===== src/pkg/mtc_pkg.sv =====
// Package for the Manchester and three-of-six line-code coder.
package mtc_pkg;

  localparam logic [7:0] MTC_ADDR_CTRL = 8'hc5;
  localparam logic [7:0] MTC_ADDR_LOW = 8'hc2;
  localparam logic [7:0] MTC_ADDR_MID = 8'hc3;
  localparam logic [7:0] MTC_ADDR_HIGH = 8'hc4;

  localparam int MTC_BIT_READY = 7;
  localparam int MTC_BIT_ERROR = 6;
  localparam int MTC_BIT_ENC = 5;
  localparam int MTC_BIT_DEC = 4;
  localparam int MTC_BIT_DMA = 2;
  localparam int MTC_BIT_ENDIAN = 1;
  localparam int MTC_BIT_MODE = 0;

  localparam logic [7:0] MTC_CTRL_RESET = 8'h00;
  localparam logic [7:0] MTC_DATA_RESET = 8'h00;
  localparam logic [7:0] MTC_ALL_ONES = 8'hff;
  localparam logic [7:0] MTC_UNMAPPED = 8'h00;

  localparam logic [1:0] MTC_PAIR_ONE = 2'b01;
  localparam logic [1:0] MTC_PAIR_ZERO = 2'b10;

  localparam logic [5:0] MTC_SYM [16] = '{
    6'h16, 6'h0d, 6'h0e, 6'h0b, 6'h1c, 6'h19, 6'h1a, 6'h13,
    6'h2c, 6'h25, 6'h26, 6'h23, 6'h34, 6'h31, 6'h32, 6'h29
  };

  typedef struct packed {
    logic ready;
    logic error;
    logic enc_start;
    logic dec_start;
    logic dma_mode;
    logic big_endian;
    logic code_sel;
  } mtc_ctrl_type;

  typedef struct packed {
    logic [7:0] high;
    logic [7:0] mid;
    logic [7:0] low;
  } mtc_data_type;

  typedef enum logic [0:0] {MTC_IDLE, MTC_LAUNCH} mtc_state_type;

endpackage


===== src/verilog/mtc_codec.sv =====
// Register-driven Manchester and three-of-six encoder and decoder.
`timescale 1ns/1ns
module mtc_codec
  import mtc_pkg::*;
(
  input wire logic clk_sys,
  input wire logic rst_b,
  input wire logic [7:0] bus_addr,
  input wire logic [7:0] bus_wdata,
  input wire logic bus_wr,
  input wire logic bus_rd,
  output logic [7:0] bus_rdata,
  output logic decode_err_irq,
  output logic dma_mode,
  output logic big_endian
);

  ////////////////////////////////////////////////////////////////////////////
  // Code functions.

  function automatic logic [7:0] man_enc(input logic [3:0] nib);
    logic [7:0] res;
    res = 8'h00;
    for (int i = 0; i < 4; i++) begin
      res[2*i +: 2] = nib[i] ? MTC_PAIR_ONE : MTC_PAIR_ZERO;
    end
    return res;
  endfunction

  // Returns a valid flag above the nibble.
  function automatic logic [4:0] man_dec(input logic [7:0] code);
    logic [4:0] res;
    res = 5'h10;
    for (int i = 0; i < 4; i++) begin
      res[i] = (code[2*i +: 2] == MTC_PAIR_ONE);
      if (code[2*i +: 2] != MTC_PAIR_ONE && code[2*i +: 2] != MTC_PAIR_ZERO)
        res[4] = 1'b0;
    end
    return res;
  endfunction

  function automatic logic [4:0] sym_dec(input logic [5:0] sym);
    logic [4:0] res;
    res = 5'h00;
    for (int i = 0; i < 16; i++) begin
      if (MTC_SYM[i] == sym) begin
        res = {1'b1, 4'(i)};
      end
    end
    return res;
  endfunction

  ////////////////////////////////////////////////////////////////////////////
  // Registers.

  mtc_ctrl_type ctrl_ff;
  mtc_data_type data_ff;
  mtc_data_type nxt_data;
  mtc_state_type state_ff;
  logic [7:0] rdata_ff;
  logic irq_ff;
  logic nxt_err;
  logic launch;
  logic wr_ctrl;
  logic [4:0] md_hi;
  logic [4:0] md_lo;
  logic [4:0] sd [4];

  assign wr_ctrl = bus_wr && bus_addr == MTC_ADDR_CTRL;
  assign launch = ctrl_ff.enc_start || ctrl_ff.dec_start;

  // Four symbols of a 24-bit word, least significant first.
  generate
    for (genvar g = 0; g < 4; g++) begin : g_sym
      assign sd[g] = sym_dec(data_ff[6*g +: 6]);
    end
  endgenerate

  assign md_hi = man_dec(data_ff.mid);
  assign md_lo = man_dec(data_ff.low);

  ////////////////////////////////////////////////////////////////////////////
  // Result of the launched operation.

  always_comb begin
    nxt_data = data_ff;
    nxt_err = 1'b0;
    if (ctrl_ff.enc_start && !ctrl_ff.code_sel) begin
      nxt_data.mid = man_enc(data_ff.low[7:4]);
      nxt_data.low = man_enc(data_ff.low[3:0]);
    end else if (ctrl_ff.enc_start) begin
      nxt_data = {MTC_SYM[data_ff.mid[7:4]], MTC_SYM[data_ff.mid[3:0]],
                  MTC_SYM[data_ff.low[7:4]], MTC_SYM[data_ff.low[3:0]]};
    end else if (ctrl_ff.dec_start && !ctrl_ff.code_sel) begin
      nxt_err = !(md_hi[4] && md_lo[4]);
      nxt_data.low = nxt_err ? MTC_ALL_ONES : {md_hi[3:0], md_lo[3:0]};
    end else if (ctrl_ff.dec_start) begin
      nxt_err = !(sd[3][4] && sd[2][4] && sd[1][4] && sd[0][4]);
      nxt_data.mid = {sd[3][3:0], sd[2][3:0]};
      nxt_data.low = {sd[1][3:0], sd[0][3:0]};
      if (nxt_err) begin
        nxt_data.mid = MTC_ALL_ONES;
        nxt_data.low = MTC_ALL_ONES;
      end
    end
  end

  ////////////////////////////////////////////////////////////////////////////
  // Data registers; the result of a launch wins over a bus write.

  always_ff @(posedge clk_sys) begin
    if (!rst_b) begin
      data_ff <= {3{MTC_DATA_RESET}};
    end else if (launch) begin
      data_ff <= nxt_data;
    end else if (bus_wr) begin
      if (bus_addr == MTC_ADDR_LOW) data_ff.low <= bus_wdata;
      if (bus_addr == MTC_ADDR_MID) data_ff.mid <= bus_wdata;
      if (bus_addr == MTC_ADDR_HIGH) data_ff.high <= bus_wdata;
    end
  end

  ////////////////////////////////////////////////////////////////////////////
  // Control register; hardware setting ready or error wins over a clear.

  always_ff @(posedge clk_sys) begin
    if (!rst_b) begin
      ctrl_ff <= mtc_ctrl_type'(7'(MTC_CTRL_RESET));
    end else begin
      if (wr_ctrl) begin
        ctrl_ff.ready <= ctrl_ff.ready && bus_wdata[MTC_BIT_READY];
        ctrl_ff.error <= ctrl_ff.error && bus_wdata[MTC_BIT_ERROR];
        ctrl_ff.dma_mode <= bus_wdata[MTC_BIT_DMA];
        ctrl_ff.big_endian <= bus_wdata[MTC_BIT_ENDIAN];
        ctrl_ff.code_sel <= bus_wdata[MTC_BIT_MODE];
      end
      ctrl_ff.enc_start <= wr_ctrl && bus_wdata[MTC_BIT_ENC];
      ctrl_ff.dec_start <= wr_ctrl && bus_wdata[MTC_BIT_DEC] &&
                           !bus_wdata[MTC_BIT_ENC];
      if (launch) begin
        ctrl_ff.ready <= 1'b1;
      end
      if (launch && nxt_err) begin
        ctrl_ff.error <= 1'b1;
      end
    end
  end

  always_ff @(posedge clk_sys) begin
    if (!rst_b) begin
      state_ff <= MTC_IDLE;
    end else begin
      unique case (state_ff)
        MTC_IDLE: state_ff <= launch ? MTC_LAUNCH : MTC_IDLE;
        MTC_LAUNCH: state_ff <= launch ? MTC_LAUNCH : MTC_IDLE;
      endcase
    end
  end

  always_ff @(posedge clk_sys) begin
    if (!rst_b) begin
      irq_ff <= 1'b0;
    end else begin
      irq_ff <= launch && nxt_err;
    end
  end

  ////////////////////////////////////////////////////////////////////////////
  // Read port.

  always_ff @(posedge clk_sys) begin
    if (!rst_b) begin
      rdata_ff <= MTC_UNMAPPED;
    end else if (bus_rd) begin
      unique case (bus_addr)
        MTC_ADDR_CTRL: rdata_ff <= {ctrl_ff[6:3], 1'b0, ctrl_ff[2:0]};
        MTC_ADDR_LOW: rdata_ff <= data_ff.low;
        MTC_ADDR_MID: rdata_ff <= data_ff.mid;
        MTC_ADDR_HIGH: rdata_ff <= data_ff.high;
        default: rdata_ff <= MTC_UNMAPPED;
      endcase
    end else begin
      rdata_ff <= MTC_UNMAPPED;
    end
  end

  assign bus_rdata = rdata_ff;
  assign decode_err_irq = irq_ff;
  assign dma_mode = ctrl_ff.dma_mode;
  assign big_endian = ctrl_ff.big_endian;

  ////////////////////////////////////////////////////////////////////////////
  // Assertions.

  property p_start_clears;
    @(posedge clk_sys) disable iff (!rst_b)
    launch |=> !launch || $past(wr_ctrl);
  endproperty
  a_start_clears: assert property (p_start_clears)
    else $error("start bit did not clear");

  property p_ready_sets;
    @(posedge clk_sys) disable iff (!rst_b)
    launch |=> ctrl_ff.ready && state_ff == MTC_LAUNCH;
  endproperty
  a_ready_sets: assert property (p_ready_sets)
    else $error("ready not set after launch");

  property p_ready_holds;
    @(posedge clk_sys) disable iff (!rst_b)
    ctrl_ff.ready && !(wr_ctrl && !bus_wdata[MTC_BIT_READY])
      |=> ctrl_ff.ready;
  endproperty
  a_ready_holds: assert property (p_ready_holds)
    else $error("ready dropped by hardware");

  property p_combined;
    @(posedge clk_sys) disable iff (!rst_b)
    wr_ctrl && bus_wdata[MTC_BIT_ENC] && !bus_wdata[MTC_BIT_READY]
      |=> ##1 ctrl_ff.ready;
  endproperty
  a_combined: assert property (p_combined)
    else $error("combined clear and start failed");

  property p_man_enc;
    @(posedge clk_sys) disable iff (!rst_b)
    ctrl_ff.enc_start && !ctrl_ff.code_sel
      |=> data_ff.mid == man_enc($past(data_ff.low[7:4])) &&
          data_ff.high == $past(data_ff.high);
  endproperty
  a_man_enc: assert property (p_man_enc)
    else $error("Manchester encode result wrong");

  property p_man_err;
    @(posedge clk_sys) disable iff (!rst_b)
    ctrl_ff.dec_start && !ctrl_ff.code_sel && !md_lo[4]
      |=> ctrl_ff.error && data_ff.low == MTC_ALL_ONES;
  endproperty
  a_man_err: assert property (p_man_err)
    else $error("Manchester decode error not flagged");

  property p_sym_enc;
    @(posedge clk_sys) disable iff (!rst_b)
    ctrl_ff.enc_start && ctrl_ff.code_sel
      |=> data_ff.high[7:2] == MTC_SYM[$past(data_ff.mid[7:4])];
  endproperty
  a_sym_enc: assert property (p_sym_enc)
    else $error("three-of-six symbol order wrong");

  property p_sym_err;
    @(posedge clk_sys) disable iff (!rst_b)
    ctrl_ff.dec_start && ctrl_ff.code_sel && !sd[0][4]
      |=> ctrl_ff.error && data_ff.mid == MTC_ALL_ONES;
  endproperty
  a_sym_err: assert property (p_sym_err)
    else $error("three-of-six decode error not flagged");

  property p_irq;
    @(posedge clk_sys) disable iff (!rst_b)
    decode_err_irq |-> ctrl_ff.error && $past(ctrl_ff.dec_start);
  endproperty
  a_irq: assert property (p_irq)
    else $error("interrupt without decode error");

  property p_man_zero;
    @(posedge clk_sys) disable iff (!rst_b)
    ctrl_ff.enc_start && !ctrl_ff.code_sel && data_ff.low[3:0] == 4'h0
      |=> data_ff.low == 8'haa;
  endproperty
  a_man_zero: assert property (p_man_zero)
    else $error("Manchester code of a zero nibble wrong");

  property p_man_dec_keep;
    @(posedge clk_sys) disable iff (!rst_b)
    ctrl_ff.dec_start && !ctrl_ff.code_sel
      |=> data_ff.high == $past(data_ff.high) &&
          data_ff.mid == $past(data_ff.mid);
  endproperty
  a_man_dec_keep: assert property (p_man_dec_keep)
    else $error("Manchester decode touched high or mid");

  property p_sym_low;
    @(posedge clk_sys) disable iff (!rst_b)
    ctrl_ff.enc_start && ctrl_ff.code_sel
      |=> data_ff.low[5:0] == MTC_SYM[$past(data_ff.low[3:0])];
  endproperty
  a_sym_low: assert property (p_sym_low)
    else $error("three-of-six low symbol wrong");

  property p_sym_span;
    @(posedge clk_sys) disable iff (!rst_b)
    ctrl_ff.enc_start && ctrl_ff.code_sel
      |=> data_ff.high[1:0] == MTC_SYM[$past(data_ff.mid[3:0])][5:4];
  endproperty
  a_sym_span: assert property (p_sym_span)
    else $error("three-of-six symbol not packed across bytes");

  property p_sym_dec_keep;
    @(posedge clk_sys) disable iff (!rst_b)
    ctrl_ff.dec_start && ctrl_ff.code_sel
      |=> data_ff.high == $past(data_ff.high);
  endproperty
  a_sym_dec_keep: assert property (p_sym_dec_keep)
    else $error("three-of-six decode touched high");

  property p_sym_ok;
    @(posedge clk_sys) disable iff (!rst_b)
    ctrl_ff.dec_start && ctrl_ff.code_sel && !wr_ctrl &&
      sd[3][4] && sd[2][4] && sd[1][4] && sd[0][4]
      |=> ctrl_ff.error == $past(ctrl_ff.error);
  endproperty
  a_sym_ok: assert property (p_sym_ok)
    else $error("valid symbols changed the error flag");

  property p_bit3;
    @(posedge clk_sys) disable iff (!rst_b)
    bus_rd && bus_addr == MTC_ADDR_CTRL |=> bus_rdata[3] == 1'b0;
  endproperty
  a_bit3: assert property (p_bit3)
    else $error("control bit 3 read as one");

  property p_rd_idle;
    @(posedge clk_sys) disable iff (!rst_b)
    !bus_rd |=> bus_rdata == MTC_UNMAPPED;
  endproperty
  a_rd_idle: assert property (p_rd_idle)
    else $error("read data outside the read cycle");

  property p_sym_err_low;
    @(posedge clk_sys) disable iff (!rst_b)
    ctrl_ff.dec_start && ctrl_ff.code_sel && !sd[3][4]
      |=> ctrl_ff.error && data_ff.low == MTC_ALL_ONES;
  endproperty
  a_sym_err_low: assert property (p_sym_err_low)
    else $error("three-of-six error output not all ones");

  property p_no_start;
    @(posedge clk_sys) disable iff (!rst_b)
    !wr_ctrl |=> !launch;
  endproperty
  a_no_start: assert property (p_no_start)
    else $error("start bit stood without a control write");

endmodule


===== config.mk =====
export PLATFORM = sky130hd
export DESIGN_NAME = mtc_codec
export DESIGN_NICKNAME = d
export VERILOG_FILES = /design/src/pkg/mtc_pkg.sv /design/src/verilog/mtc_codec.sv
export SDC_FILE = /design/constraint.sdc
export NUM_CORES = 1
export LEC_CHECK = 0
export ABC_AREA = 0
export BUFFER_PORTS_ARGS = -buffer_cell sky130_fd_sc_hd__buf_2
export CORE_ASPECT_RATIO = 2
export CORE_UTILIZATION = 45
export CTS_BUF_LIST = sky130_fd_sc_hd__clkbuf_4
export CTS_CLUSTER_DIAMETER = 100
export DETAILED_ROUTE_END_ITERATION = 6
export MAX_ROUTING_LAYER = met4
export SYNTH_ARGS = -nofsm -noshare
export SYNTH_HDL_FRONTEND = slang
export SYNTH_SLANG_ARGS = --single-unit

===== constraint.sdc =====
create_clock -name clk_sys -period 2.55 [get_ports clk_sys]
set_input_delay 0.3825 -clock clk_sys [delete_from_list [all_inputs] [get_ports clk_sys]]
set_output_delay 0.3825 -clock clk_sys [all_outputs]
set_load 0.03 [all_outputs]

==> flow_summary.yaml, run 1 <==
power:
  power.density_mw_per_mm2: 210.8
  p_clk_share_pct: 31.3
  finalPower_w: 0.001084
  p_leak_nw: 2.080
  p_int_w: 0.0007698
  swShare_pct: 28.99
  p_switching_w: 0.0003142
  seqPwrFrac_pct: 57.9
  comb_power_share_pct: 10.8
  ir_worst_vdd_mv: 0.2056
setup_path:
  slowest_delay_ns: 0.39
  crit_fanout: 8
  path_cells: "inv_1, ha_1, o21ai_0, a21boi_0, nor3_1, a22o_2, buf_4, nor4_1, o32ai_1"
  start_kind: "flop"
  worstPathArrival_ns: 2.67
  path_class: "flop to flop"
  worst_ep_required_time_ns: 2.81
  cp-end-kind: "flop"
  crit_path_top_delay_cell: "dfxtp_1"
status:
  outcome: "complete, no violations"
yosys:
  synth_top_area_cell: "dfxtp_1"
  syn_area_mm2: 0.004503
  ys_seq_area_share_pct: 17.78
  ys_seq_elements: 40
  yosysMostFrequentCell: "nand2_1"
  synth.net_count: 671
  synth_flop_cell: "dfxtp_1"
  synth_edf_count: 0
  avgSynthCellArea_um2: 7.370
  synth_common_cells: "nand2_1 (82), o21ai_0 (55), nor2_1 (49)"
  netlist_top_cells_area: "dfxtp_1 (18%), ha_1 (11%), nand2_1 (6.8%), o21ai_0 (6.1%), a21oi_1 (4.9%)"
  ys_warn_count: 0
  synth_top_area_share_pct: 17.78
  netlist_instances: 611
  ys_types: 78
  synth-async-reset-ratio_pct: 0
final_layout:
  area_growth_pct: 14.23
  nNetsFinal: 726
  register_area_um2: 803.3
  final_cells: 799
  drive_gt1_share_pct: 20.57
  nFillCells: 1011
  multi_input_area_mm2: 0.003366
sta:
  maxSlewHeadroom_pct: 59.67
  period_needed_ns: 2.403
  final_max_slew_viol_count: 0
  final-hold-violation-count: 0
  rsz0062_at_grt: "no"
  setup_slack_ns: 0.1466
  setup_viol: 0
  skew_ns: 0.02334
  fin_crit_sh_pct: 94.25
  fmax_ghz: 0.4161
  worst_slew_pin_slew_ns: 0.5973
grt:
  grt_usage_pct: 34.57
  antenna_found_initial: 1
  grt-ovfl-total: 0
  grt_pass1_vias: 4793
  grt_max_degree: 20
  grt_pass1_wl_um: 26080
detailed_routing:
  ant_nets: 0
  dr.pass1.iters: 6
  wire_per_inst_um: 21.44
  vias: 5061
  via_per_inst: 6.334
  postRouteWirelength_um: 17130
  drt_iter0_drc: 461
  drc: 0
clock_tree:
  clkLatencyLatePin_ns: 0.37
  cts_setup_buffers: 0
  cts_root_buf: "clkbuf_4"
  cts-buffers-inserted: 5
  cts_tree: "done"
  cts_buffer_depth: 2
  path_clk_slew_ns: 0.15
  h-tree-depth: 2
  cts_sinks: 40
floorplan:
  rows: 51
  core_mm2: 0.009699
  fp.dieArea_mm2: 0.01044
  io_pins: 31
  die_h_um: 143.5
  die_w_um: 72.74
  initial_utilization_pct: 46.43
placed_design:
  place_hpwl_um: 13430
  preCtsSetupSlack_ns: -0.04694
  dp_cells: 791
  port_buffers: 30
  place_congestion: 0.9991
job:
  maxCapViolCount: 0
worst_hold_path:
  hp-class: "primary input to flop"
==> power by group through the flow <==
stage          sequential, W  clock [W]  combinational (W)
2_1_floorplan       0.000641          0          0.0000570
3_3_place_gp        0.000642          0           0.000111
3_5_place_dp        0.000642          0           0.000112
4_1_cts             0.000628   0.000338           0.000113
5_1_grt             0.000629   0.000367           0.000123
6_report            0.000628   0.000339           0.000117
==> repair_timing <==
action | in CTS | in global routing
hold buffers | 0 | 0
cloned | 0 | 0
endpoints found under the setup margin | 1 | 15
gates resized for setup | 1 | 10
==> metrics by stage <==
| stage | utilization [%] | setup TNS (ns) | instance area (um2) | hold WS [ns] |
|---|---|---|---|---|
| finish | 53.03 | 0 | 5144 | 0.2633 |
| global route | 53.03 | 0 | 5144 | 0.2631 |
| CTS | 52.76 | 0 | 5117 | 0.2650 |
| detailed placement | 52.22 | -0.04694 | 5065 | 0.4767 |
| global placement | 52.22 | -0.05735 | 5065 | 0.4650 |
| floorplan | - | 0 | 4503 | 0.4538 |
==> placed cells by master (no fill, tap or decap), drive strengths merged, types with 4 or more instances in the layout <==
| cell | Yosys | routed |
|---|---|---|
| o22a | 6 | 6 |
| clkbuf | 36 | 5 |
| a22oi | 8 | 8 |
| nand2b | 7 | 7 |
| xor2 | 5 | 5 |
| a21oi | 45 | 45 |
| o31ai | 6 | 6 |
| o21ai | 56 | 56 |
| and3 | 7 | 7 |
| buf | 9 | 95 |
| dfxtp | 40 | 40 |
| o211ai | 15 | 15 |
| a32oi | 4 | 4 |
| nor3 | 6 | 6 |
| o22ai | 7 | 7 |
| nor2b | 5 | 5 |
| nor4bb | 4 | 4 |
| a211oi | 12 | 12 |
| a22o | 5 | 5 |
| nand2 | 83 | 83 |
| a311oi | 4 | 4 |
| nor2 | 50 | 50 |
| a31oi | 12 | 12 |
| inv | 24 | 24 |
| nor4 | 5 | 5 |
| mux2i | 20 | 20 |
| nand4 | 4 | 4 |
| and2 | 9 | 9 |
| a21boi | 6 | 6 |
| a41oi | 4 | 4 |
| nand3 | 15 | 15 |
| ha | 40 | 40 |
==> final timing paths <==
check	to	from	cells past startpoint	slack, ns
worst max-delay path	data_ff[3]	data_ff[7]	9	0.15
worst min-delay path	big_endian	bus_wdata[1]	3	0.26
worst max register to register	data_ff[3]	data_ff[7]	9	0.15
worst min register to register	big_endian	big_endian	2	0.49
==> metal layers <==
layer / vias up / part of all wire (%) / GRT usage, %
met2: 226 / 50 / 58.39
met4: 0 / 9.9 / 29.00
met3: 100 / 5.4 / 5.470
met5: - / 0 / -
li1: 2351 / - / -
met1: 2384 / 35 / 33.92
==> cell families (layout without fill, tap and decap cells) <==
family,count (synthesis),count (layout),share of synthesized area [%]
flops,40,40,17.78
mux,23,23,5.696
fa+ha+maj,40,40,11.11
simple gates,209,209,22.84
compound gates,219,219,33.01
buf+inv,72,127,8.002
xor+xnor,8,8,1.556
other cells,0,1,0
==> worst max-delay path: cells and delay by family, from the launching register on <==
family                   cells  cell delay, ns
AO/OA/AOI/OAI                4            0.87
adder cells (fa/ha/maj)      1            0.33
buffers and inverters        2            0.27
flip-flops                   1            0.39
AND/OR/NAND/NOR              2            0.43
==> sequential cells by signal (all words and copies together), names as in the netlist <==
name / count
decode_err_irq: 1
bus_rdata: 8
big_endian: 1
ctrl_ff: 5
dma_mode: 1
data_ff: 24
==> final cells by class <==
cell class | instances | area share (%)
clock inverter | 2 | 0.2432
clock buffer | 5 | 0.7297
inverter | 25 | 1.824
multi-input combinational | 499 | 65.43
tap | 132 | 3.211
timing repair buffer | 95 | 12.89
antenna | 1 | 0.04865
sequential | 40 | 15.62
Power figures use the tool's default switching activity.
==> inputs of run 2 (changes only) <==
--- a/config.mk
+++ b/config.mk
@@ -6,12 +6,13 @@
 export NUM_CORES = 1
 export LEC_CHECK = 0
 export ABC_AREA = 0
-export BUFFER_PORTS_ARGS = -buffer_cell sky130_fd_sc_hd__buf_2
 export CORE_ASPECT_RATIO = 2
+export CORE_MARGIN = 2
 export CORE_UTILIZATION = 45
 export CTS_BUF_LIST = sky130_fd_sc_hd__clkbuf_4
 export CTS_CLUSTER_DIAMETER = 100
 export DETAILED_ROUTE_END_ITERATION = 6
+export DONT_BUFFER_PORTS = 1
 export MAX_ROUTING_LAYER = met4
 export SYNTH_ARGS = -nofsm -noshare
 export SYNTH_HDL_FRONTEND = slang
==> constraint.sdc (replaced) <==
create_clock -name clk_sys -period 2.55 [get_ports clk_sys]
set_input_delay 0.3825 -clock clk_sys [delete_from_list [all_inputs] [get_ports clk_sys]]
set_output_delay 0.3825 -clock clk_sys [all_outputs]
set_load 0.02 [all_outputs]
==> run 2 against run 1 <==
  * Register-to-register slack lost 0.05 ns
  * Worst setup slack lost 0.047 ns
  * Sequential power hardly changed
  * Combinational power fell by 38%
  * Clock power grew 44%
  * Clock-buffer cell count is the same
  * Core utilization is 1.6 points lower
  * Via count decreased by 1.6%
  * Hold slack lost 0.21 ns
  * Flip-flop and latch count is the same
  * Cell count down 4.0%
  * Wire length is 1.3% higher
  * Largest cell class unchanged
  * Highest routed layer unchanged
==> flow_summary.yaml, run 2 (synthesized netlist as in run 1, its figures left out) <==
setup_path:
  path_cells: "buf_6, ha_2, and2_4, o21ai_0, a222oi_1, a211oi_1, a2111oi_2, buf_4, a31oi_1"
  reg2reg_from: "data_ff[6]"
  path_class: "flop to flop"
  regToRegEndpoint: "data_ff[5]"
  start_kind: "flop"
  cp-end-kind: "flop"
  crit_path_top_delay_cell: "a222oi_1"
  ff2ff_path_depth: 9
  critPathTopFamily: "compound AO/OA/AOI/OAI gates"
  worst_ep_required_time_ns: 2.82
  path_buf_inv: 2
  crit_fanout: 13
  slowest_delay_ns: 0.44
  reg2reg_slack_ns: 0.1
  worstPathArrival_ns: 2.72
floorplan:
  initial_utilization_pct: 46.12
  rows: 51
  io_pins: 31
  die_h_um: 145.5
  die_w_um: 74.74
  core_mm2: 0.009763
  fp.dieArea_mm2: 0.01087
detailed_routing:
  dr.pass1.iters: 5
  drc: 0
  postRouteWirelength_um: 17350
  wire_per_inst_um: 22.62
  drt_iter0_drc: 406
  via_per_inst: 6.493
  ant_nets: 0
  vias: 4980
sta:
  period_needed_ns: 2.450
  maxSlewHeadroom_pct: 57.66
  final-hold-violation-count: 0
  setup_viol: 0
  fin_crit_sh_pct: 96.08
  rsz0062_at_grt: "no"
  skew_ns: 0.01632
  hold-worst-slack_ns: 0.05732
  final_max_slew_viol_count: 0
  worst_slew_pin_slew_ns: 0.6331
  fmax_ghz: 0.4081
final_layout:
  register_area_um2: 807.0
  final_common_cell: "nand2_1"
  layout_common_cells: "nand2_1 (82), buf_4 (61), o21ai_0 (54)"
  drive_gt1_share_pct: 18.45
  multi_input_area_mm2: 0.003400
  top_register: "data_ff"
  largest_register_ffs: 24
  nNetsFinal: 693
  nFillCells: 986
  area_growth_pct: 11.50
power:
  p_clk_share_pct: 41.1
  swShare_pct: 27.19
  seqPwrFrac_pct: 52.8
  p_switching_w: 0.0003236
  p_leak_nw: 1.946
  finalPower_w: 0.001190
  comb_power_share_pct: 6.1
  ir_worst_vdd_mv: 0.1963
  power.density_mw_per_mm2: 237.0
  p_int_w: 0.0008664
clock_tree:
  cts_sinks: 40
  cts_setup_buffers: 0
  holdBufCountCts: 0
  cts-buffers-inserted: 5
  path_clk_slew_ns: 0.16
  cts_root_buf: "clkbuf_4"
  clkLatencyLatePin_ns: 0.39
  cts_tree: "done"
  cts_buffer_depth: 2
  h-tree-depth: 2
grt:
  grt_max_degree: 22
  antenna_found_initial: 1
  grt_pass1_vias: 4817
  grt_usage_pct: 32.78
  grt-ovfl-total: 0
  grt_pass1_wl_um: 26270
worst_hold_path:
  hold_start: "bus_wdata[5]"
  hold_path_depth: 1
  hold_end: "ctrl_ff[3]"
  hp-class: "primary input to flop"
job:
  maxCapViolCount: 0
placed_design:
  place_hpwl_um: 13530
  place_congestion: 0.9982
  port_buffers: 0
status:
  outcome: "complete, no violations"
-- run 2: through the flow --
stage	cell area [um2]	setup TNS, ns	setup WS (ns)	std cells	utilization (%)
3_3_place_gp	4867	-0.1019	-0.1019	758	49.85
4_1_cts	4962	0	0.009982	766	50.83
2_1_floorplan	4503	0	0.09485	611	-
3_5_place_dp	4867	-0.2372	-0.1385	758	49.85
6_report	5021	0	0.09987	767	51.43
5_1_grt	5021	0	0.0007616	767	51.43
-- run 2: what timing repair did --
item / CTS / global route
gates resized for setup: 3 / 22
pin swaps: 0 / 4
setup endpoints to repair: 6 / 18
-- run 2: worst register-to-register path, cell delays in order, from the launching register on --
cell,delay (ns)
dfxtp_2,0.38
buf_6,0.16
ha_2,0.24
and2_4,0.17
o21ai_0,0.11
a222oi_1,0.44
a211oi_1,0.10
a2111oi_2,0.44
buf_4,0.18
a31oi_1,0.10
-- run 2: final cells by class --
cell class / instances / share of cell area, %
multi-input combinational: 499 / 67.70
sequential: 40 / 16.07
timing repair buffer: 62 / 9.345
tap: 132 / 3.289
inverter: 25 / 1.869
clock inverter: 3 / 0.9220
clock buffer: 5 / 0.7476
antenna: 1 / 0.04984
-- run 2: worst max-delay path by stage --
stage / from / endpoint / slack (ns) / cells after the start
final: data_ff[6] / data_ff[5] / 0.1 / 9
after global placement: data_ff[6] / data_ff[5] / -0.10 / 10
after detailed placement: data_ff[8] / data_ff[5] / -0.14 / 9
after floorplan: data_ff[2] / data_ff[13] / 0.09 / 10
after global routing: data_ff[9] / data_ff[5] / 0.0008 / 9
after CTS: data_ff[13] / data_ff[3] / 0.01 / 9
-- run 2: layer usage --
layer	part of all wire, %	track usage (%)
met1	33	31.57
met2	51	54.42
met3	6.8	6.094
met4	9.4	26.07
met5	0	-
-- run 2: power by group through the flow --
stage	Clock, W	Combinational [W]	Sequential [W]
after global routing	0.000509	0.0000760	0.000629
after CTS	0.000487	0.0000698	0.000628
final	0.000489	0.0000721	0.000629
after floorplan	0	0.0000570	0.000641
after detailed placement	0	0.0000687	0.000642
after global placement	0	0.0000692	0.000642
==> inputs of run 3 (changes only) <==
--- a/config.mk
+++ b/config.mk
@@ -5,7 +5,7 @@
 export SDC_FILE = /design/constraint.sdc
 export NUM_CORES = 1
 export LEC_CHECK = 0
-export ABC_AREA = 0
+export ABC_AREA = 1
 export CORE_ASPECT_RATIO = 2
 export CORE_MARGIN = 2
 export CORE_UTILIZATION = 45
@@ -13,6 +13,7 @@
 export CTS_CLUSTER_DIAMETER = 100
 export DETAILED_ROUTE_END_ITERATION = 6
 export DONT_BUFFER_PORTS = 1
+export HOLD_SLACK_MARGIN = 0.12
 export MAX_ROUTING_LAYER = met4
 export SYNTH_ARGS = -nofsm -noshare
 export SYNTH_HDL_FRONTEND = slang
==> run 3 against run 2 <==
  * Clock skew rose by 0.011 ns
  * Cell count rose by 0.52%
  * Power fell by 4.8%
  * Critical path type unchanged
  * Largest power group unchanged
==> flow_summary.yaml, run 3 <==
yosys:
  synth_top_area_share_pct: 19.83
  yosysMostFrequentCell: "nand2_1"
  ys_seq_elements: 40
  synth_flop_cell: "dfxtp_1"
  avgSynthCellArea_um2: 6.338
  synth_top_area_cell: "dfxtp_1"
  synth.net_count: 697
  netlist_instances: 637
  syn_area_mm2: 0.004038
  ys_warn_count: 0
  ys_seq_area_share_pct: 19.83
  synth-async-reset-ratio_pct: 0
  ys_types: 45
  synth_edf_count: 0
  synth_common_cells: "nand2_1 (113), nand3_1 (69), inv_1 (64)"
  netlist_top_cells_area: "dfxtp_1 (20%), ha_1 (12%), nand2_1 (11%), nand3_1 (8.6%), a21oi_1 (7.7%)"
sta:
  final_max_slew_viol_count: 0
  hold-worst-slack_ns: 0.1292
  fin_crit_sh_pct: 94.18
  period_needed_ns: 2.401
  fmax_ghz: 0.4164
  skew_ns: 0.02758
  final-hold-violation-count: 0
  setup_viol: 0
  setup_slack_ns: 0.1485
  worst_slew_pin_slew_ns: 0.6578
  maxSlewHeadroom_pct: 56.14
worst_hold_path:
  hp-class: "primary input to flop"
  hold_end: "ctrl_ff[3]"
  hold_path_depth: 2
  hold_start: "rst_b"
floorplan:
  initial_utilization_pct: 46.69
  core_mm2: 0.008648
  io_pins: 31
  fp.dieArea_mm2: 0.009792
  die_w_um: 70.98
  die_h_um: 138.0
  rows: 48
final_layout:
  final_common_cell: "nand2_1"
  top_register: "data_ff"
  nFillCells: 950
  nNetsFinal: 729
  final_util_pct: 52.46
  drive_gt1_share_pct: 18.06
  area_growth_pct: 12.36
  largest_register_ffs: 24
  layout_common_cells: "nand2_1 (113), nand3_1 (69), inv_1 (63)"
  stdcell_area_mm2: 0.004537
power:
  finalPower_w: 0.001133
  ir_worst_vdd_mv: 0.2793
  p_leak_nw: 1.967
  power.density_mw_per_mm2: 249.8
detailed_routing:
  drt_iter0_drc: 373
  postRouteWirelength_um: 15310
  via_per_inst: 5.991
  vias: 4619
  dr.pass1.iters: 6
  wire_per_inst_um: 19.85
  ant_nets: 0
  drc: 0
setup_path:
  cp-end-kind: "flop"
  ff2ff_path_depth: 15
  crit_fanout: 6
  reg2reg_from: "data_ff[12]"
  reg2reg_slack_ns: 0.15
  path_class: "flop to flop"
  worst_ep_required_time_ns: 2.81
  worstPathArrival_ns: 2.66
  regToRegEndpoint: "data_ff[2]"
  start_kind: "flop"
placed_design:
  port_buffers: 0
  place_hpwl_um: 12390
  place_area_mm2: 0.004339
  preCtsSetupSlack_ns: 0.01977
  place_congestion: 0.9534
grt:
  grt_usage_pct: 32.18
  grt_pass1_vias: 4450
  antenna_found_initial: 1
  grt_max_degree: 25
  grt_pass1_wl_um: 23270
  grt-ovfl-total: 0
clock_tree:
  path_clk_slew_ns: 0.16
  cts_buffer_depth: 2
  cts_tree: "done"
  clkLatencyLatePin_ns: 0.38
  cts_sinks: 40
  cts-buffers-inserted: 5
  cts_root_buf: "clkbuf_4"
  h-tree-depth: 2
status:
  outcome: "complete, no violations"
job:
  maxCapViolCount: 0
-- run 3: changes by cell type after synthesis, moves of 14 or more --
cell	delta
a21oi_1	+18
nand2_1	+31
inv_1	+40
clkbuf_1	-28
nand3_1	+54
mux2i_1	-20
nor2_2	+14
-- run 3: layer usage --
layer | track usage (%) | routed length (um)
met1 | 30.12 | 5066
met3 | 3.706 | 708
met2 | 61.84 | 8425
met4 | 18.24 | 1105
met5 | - | 0
-- run 3: per-stage QoR --
step                      std cells  setup TNS [ns]
after global routing            771       -0.002706
after floorplan                 637               0
final                           771               0
after CTS                       767               0
after detailed placement        757               0
after global placement          757               0
-- run 3: worst max path at each step --
stage          cells after the start         from    endpoint
2_1_floorplan                     15   data_ff[6]  data_ff[2]
3_3_place_gp                      13  data_ff[10]  data_ff[9]
3_5_place_dp                      13   data_ff[2]  data_ff[9]
4_1_cts                           14   data_ff[7]  data_ff[7]
5_1_grt                           15   data_ff[0]  data_ff[1]
6_report                          15  data_ff[12]  data_ff[2]
-- run 3: power breakdown --
part           internal, W  switching (W)
registers         0.000625     0.00000208
clock network     0.000205       0.000252
logic            0.0000152      0.0000340
-- run 3: layout make-up --
| type | count | area [um2] | area share, % |
|---|---|---|---|
| multi-input combinational | 510 | 2952 | 65.06 |
| sequential | 40 | 817.0 | 18.01 |
| inverter | 77 | 292.8 | 6.453 |
| timing repair buffer | 35 | 267.8 | 5.902 |
| tap | 100 | 125.1 | 2.758 |
| clock inverter | 3 | 42.54 | 0.9377 |
| clock buffer | 5 | 37.54 | 0.8274 |
| antenna | 1 | 2.502 | 0.05516 |
-- run 3: cell families after synthesis --
family	synth area share, %
simple gates	37.19
compound gates	21.94
buf+inv	8.646
fa+ha+maj	12.40
flops	19.83
-- run 3: timing repair --
item                                   CTS  global route
endpoints found under the hold margin    5             0
resized for setup                        1            27
cloned                                   0             1
pin swaps                                0             1
buffers inserted                         0             2
setup endpoints to repair                1            16
hold buffers                             2             0
-- run 3: critical path, cell delays in order (launching register included) --
cell and delay, ns:
dfxtp_2 0.37, inv_1 0.10, ha_1 0.29, inv_1 0.11
nor3_2 0.24, nor2_2 0.07, nand2_1 0.09, nor2_2 0.06
nand4_2 0.14, nand3_4 0.14, buf_4 0.17, nor2_2 0.12
o21ai_1 0.09, a21oi_1 0.15, o21a_1 0.12, nor2_1 0.04
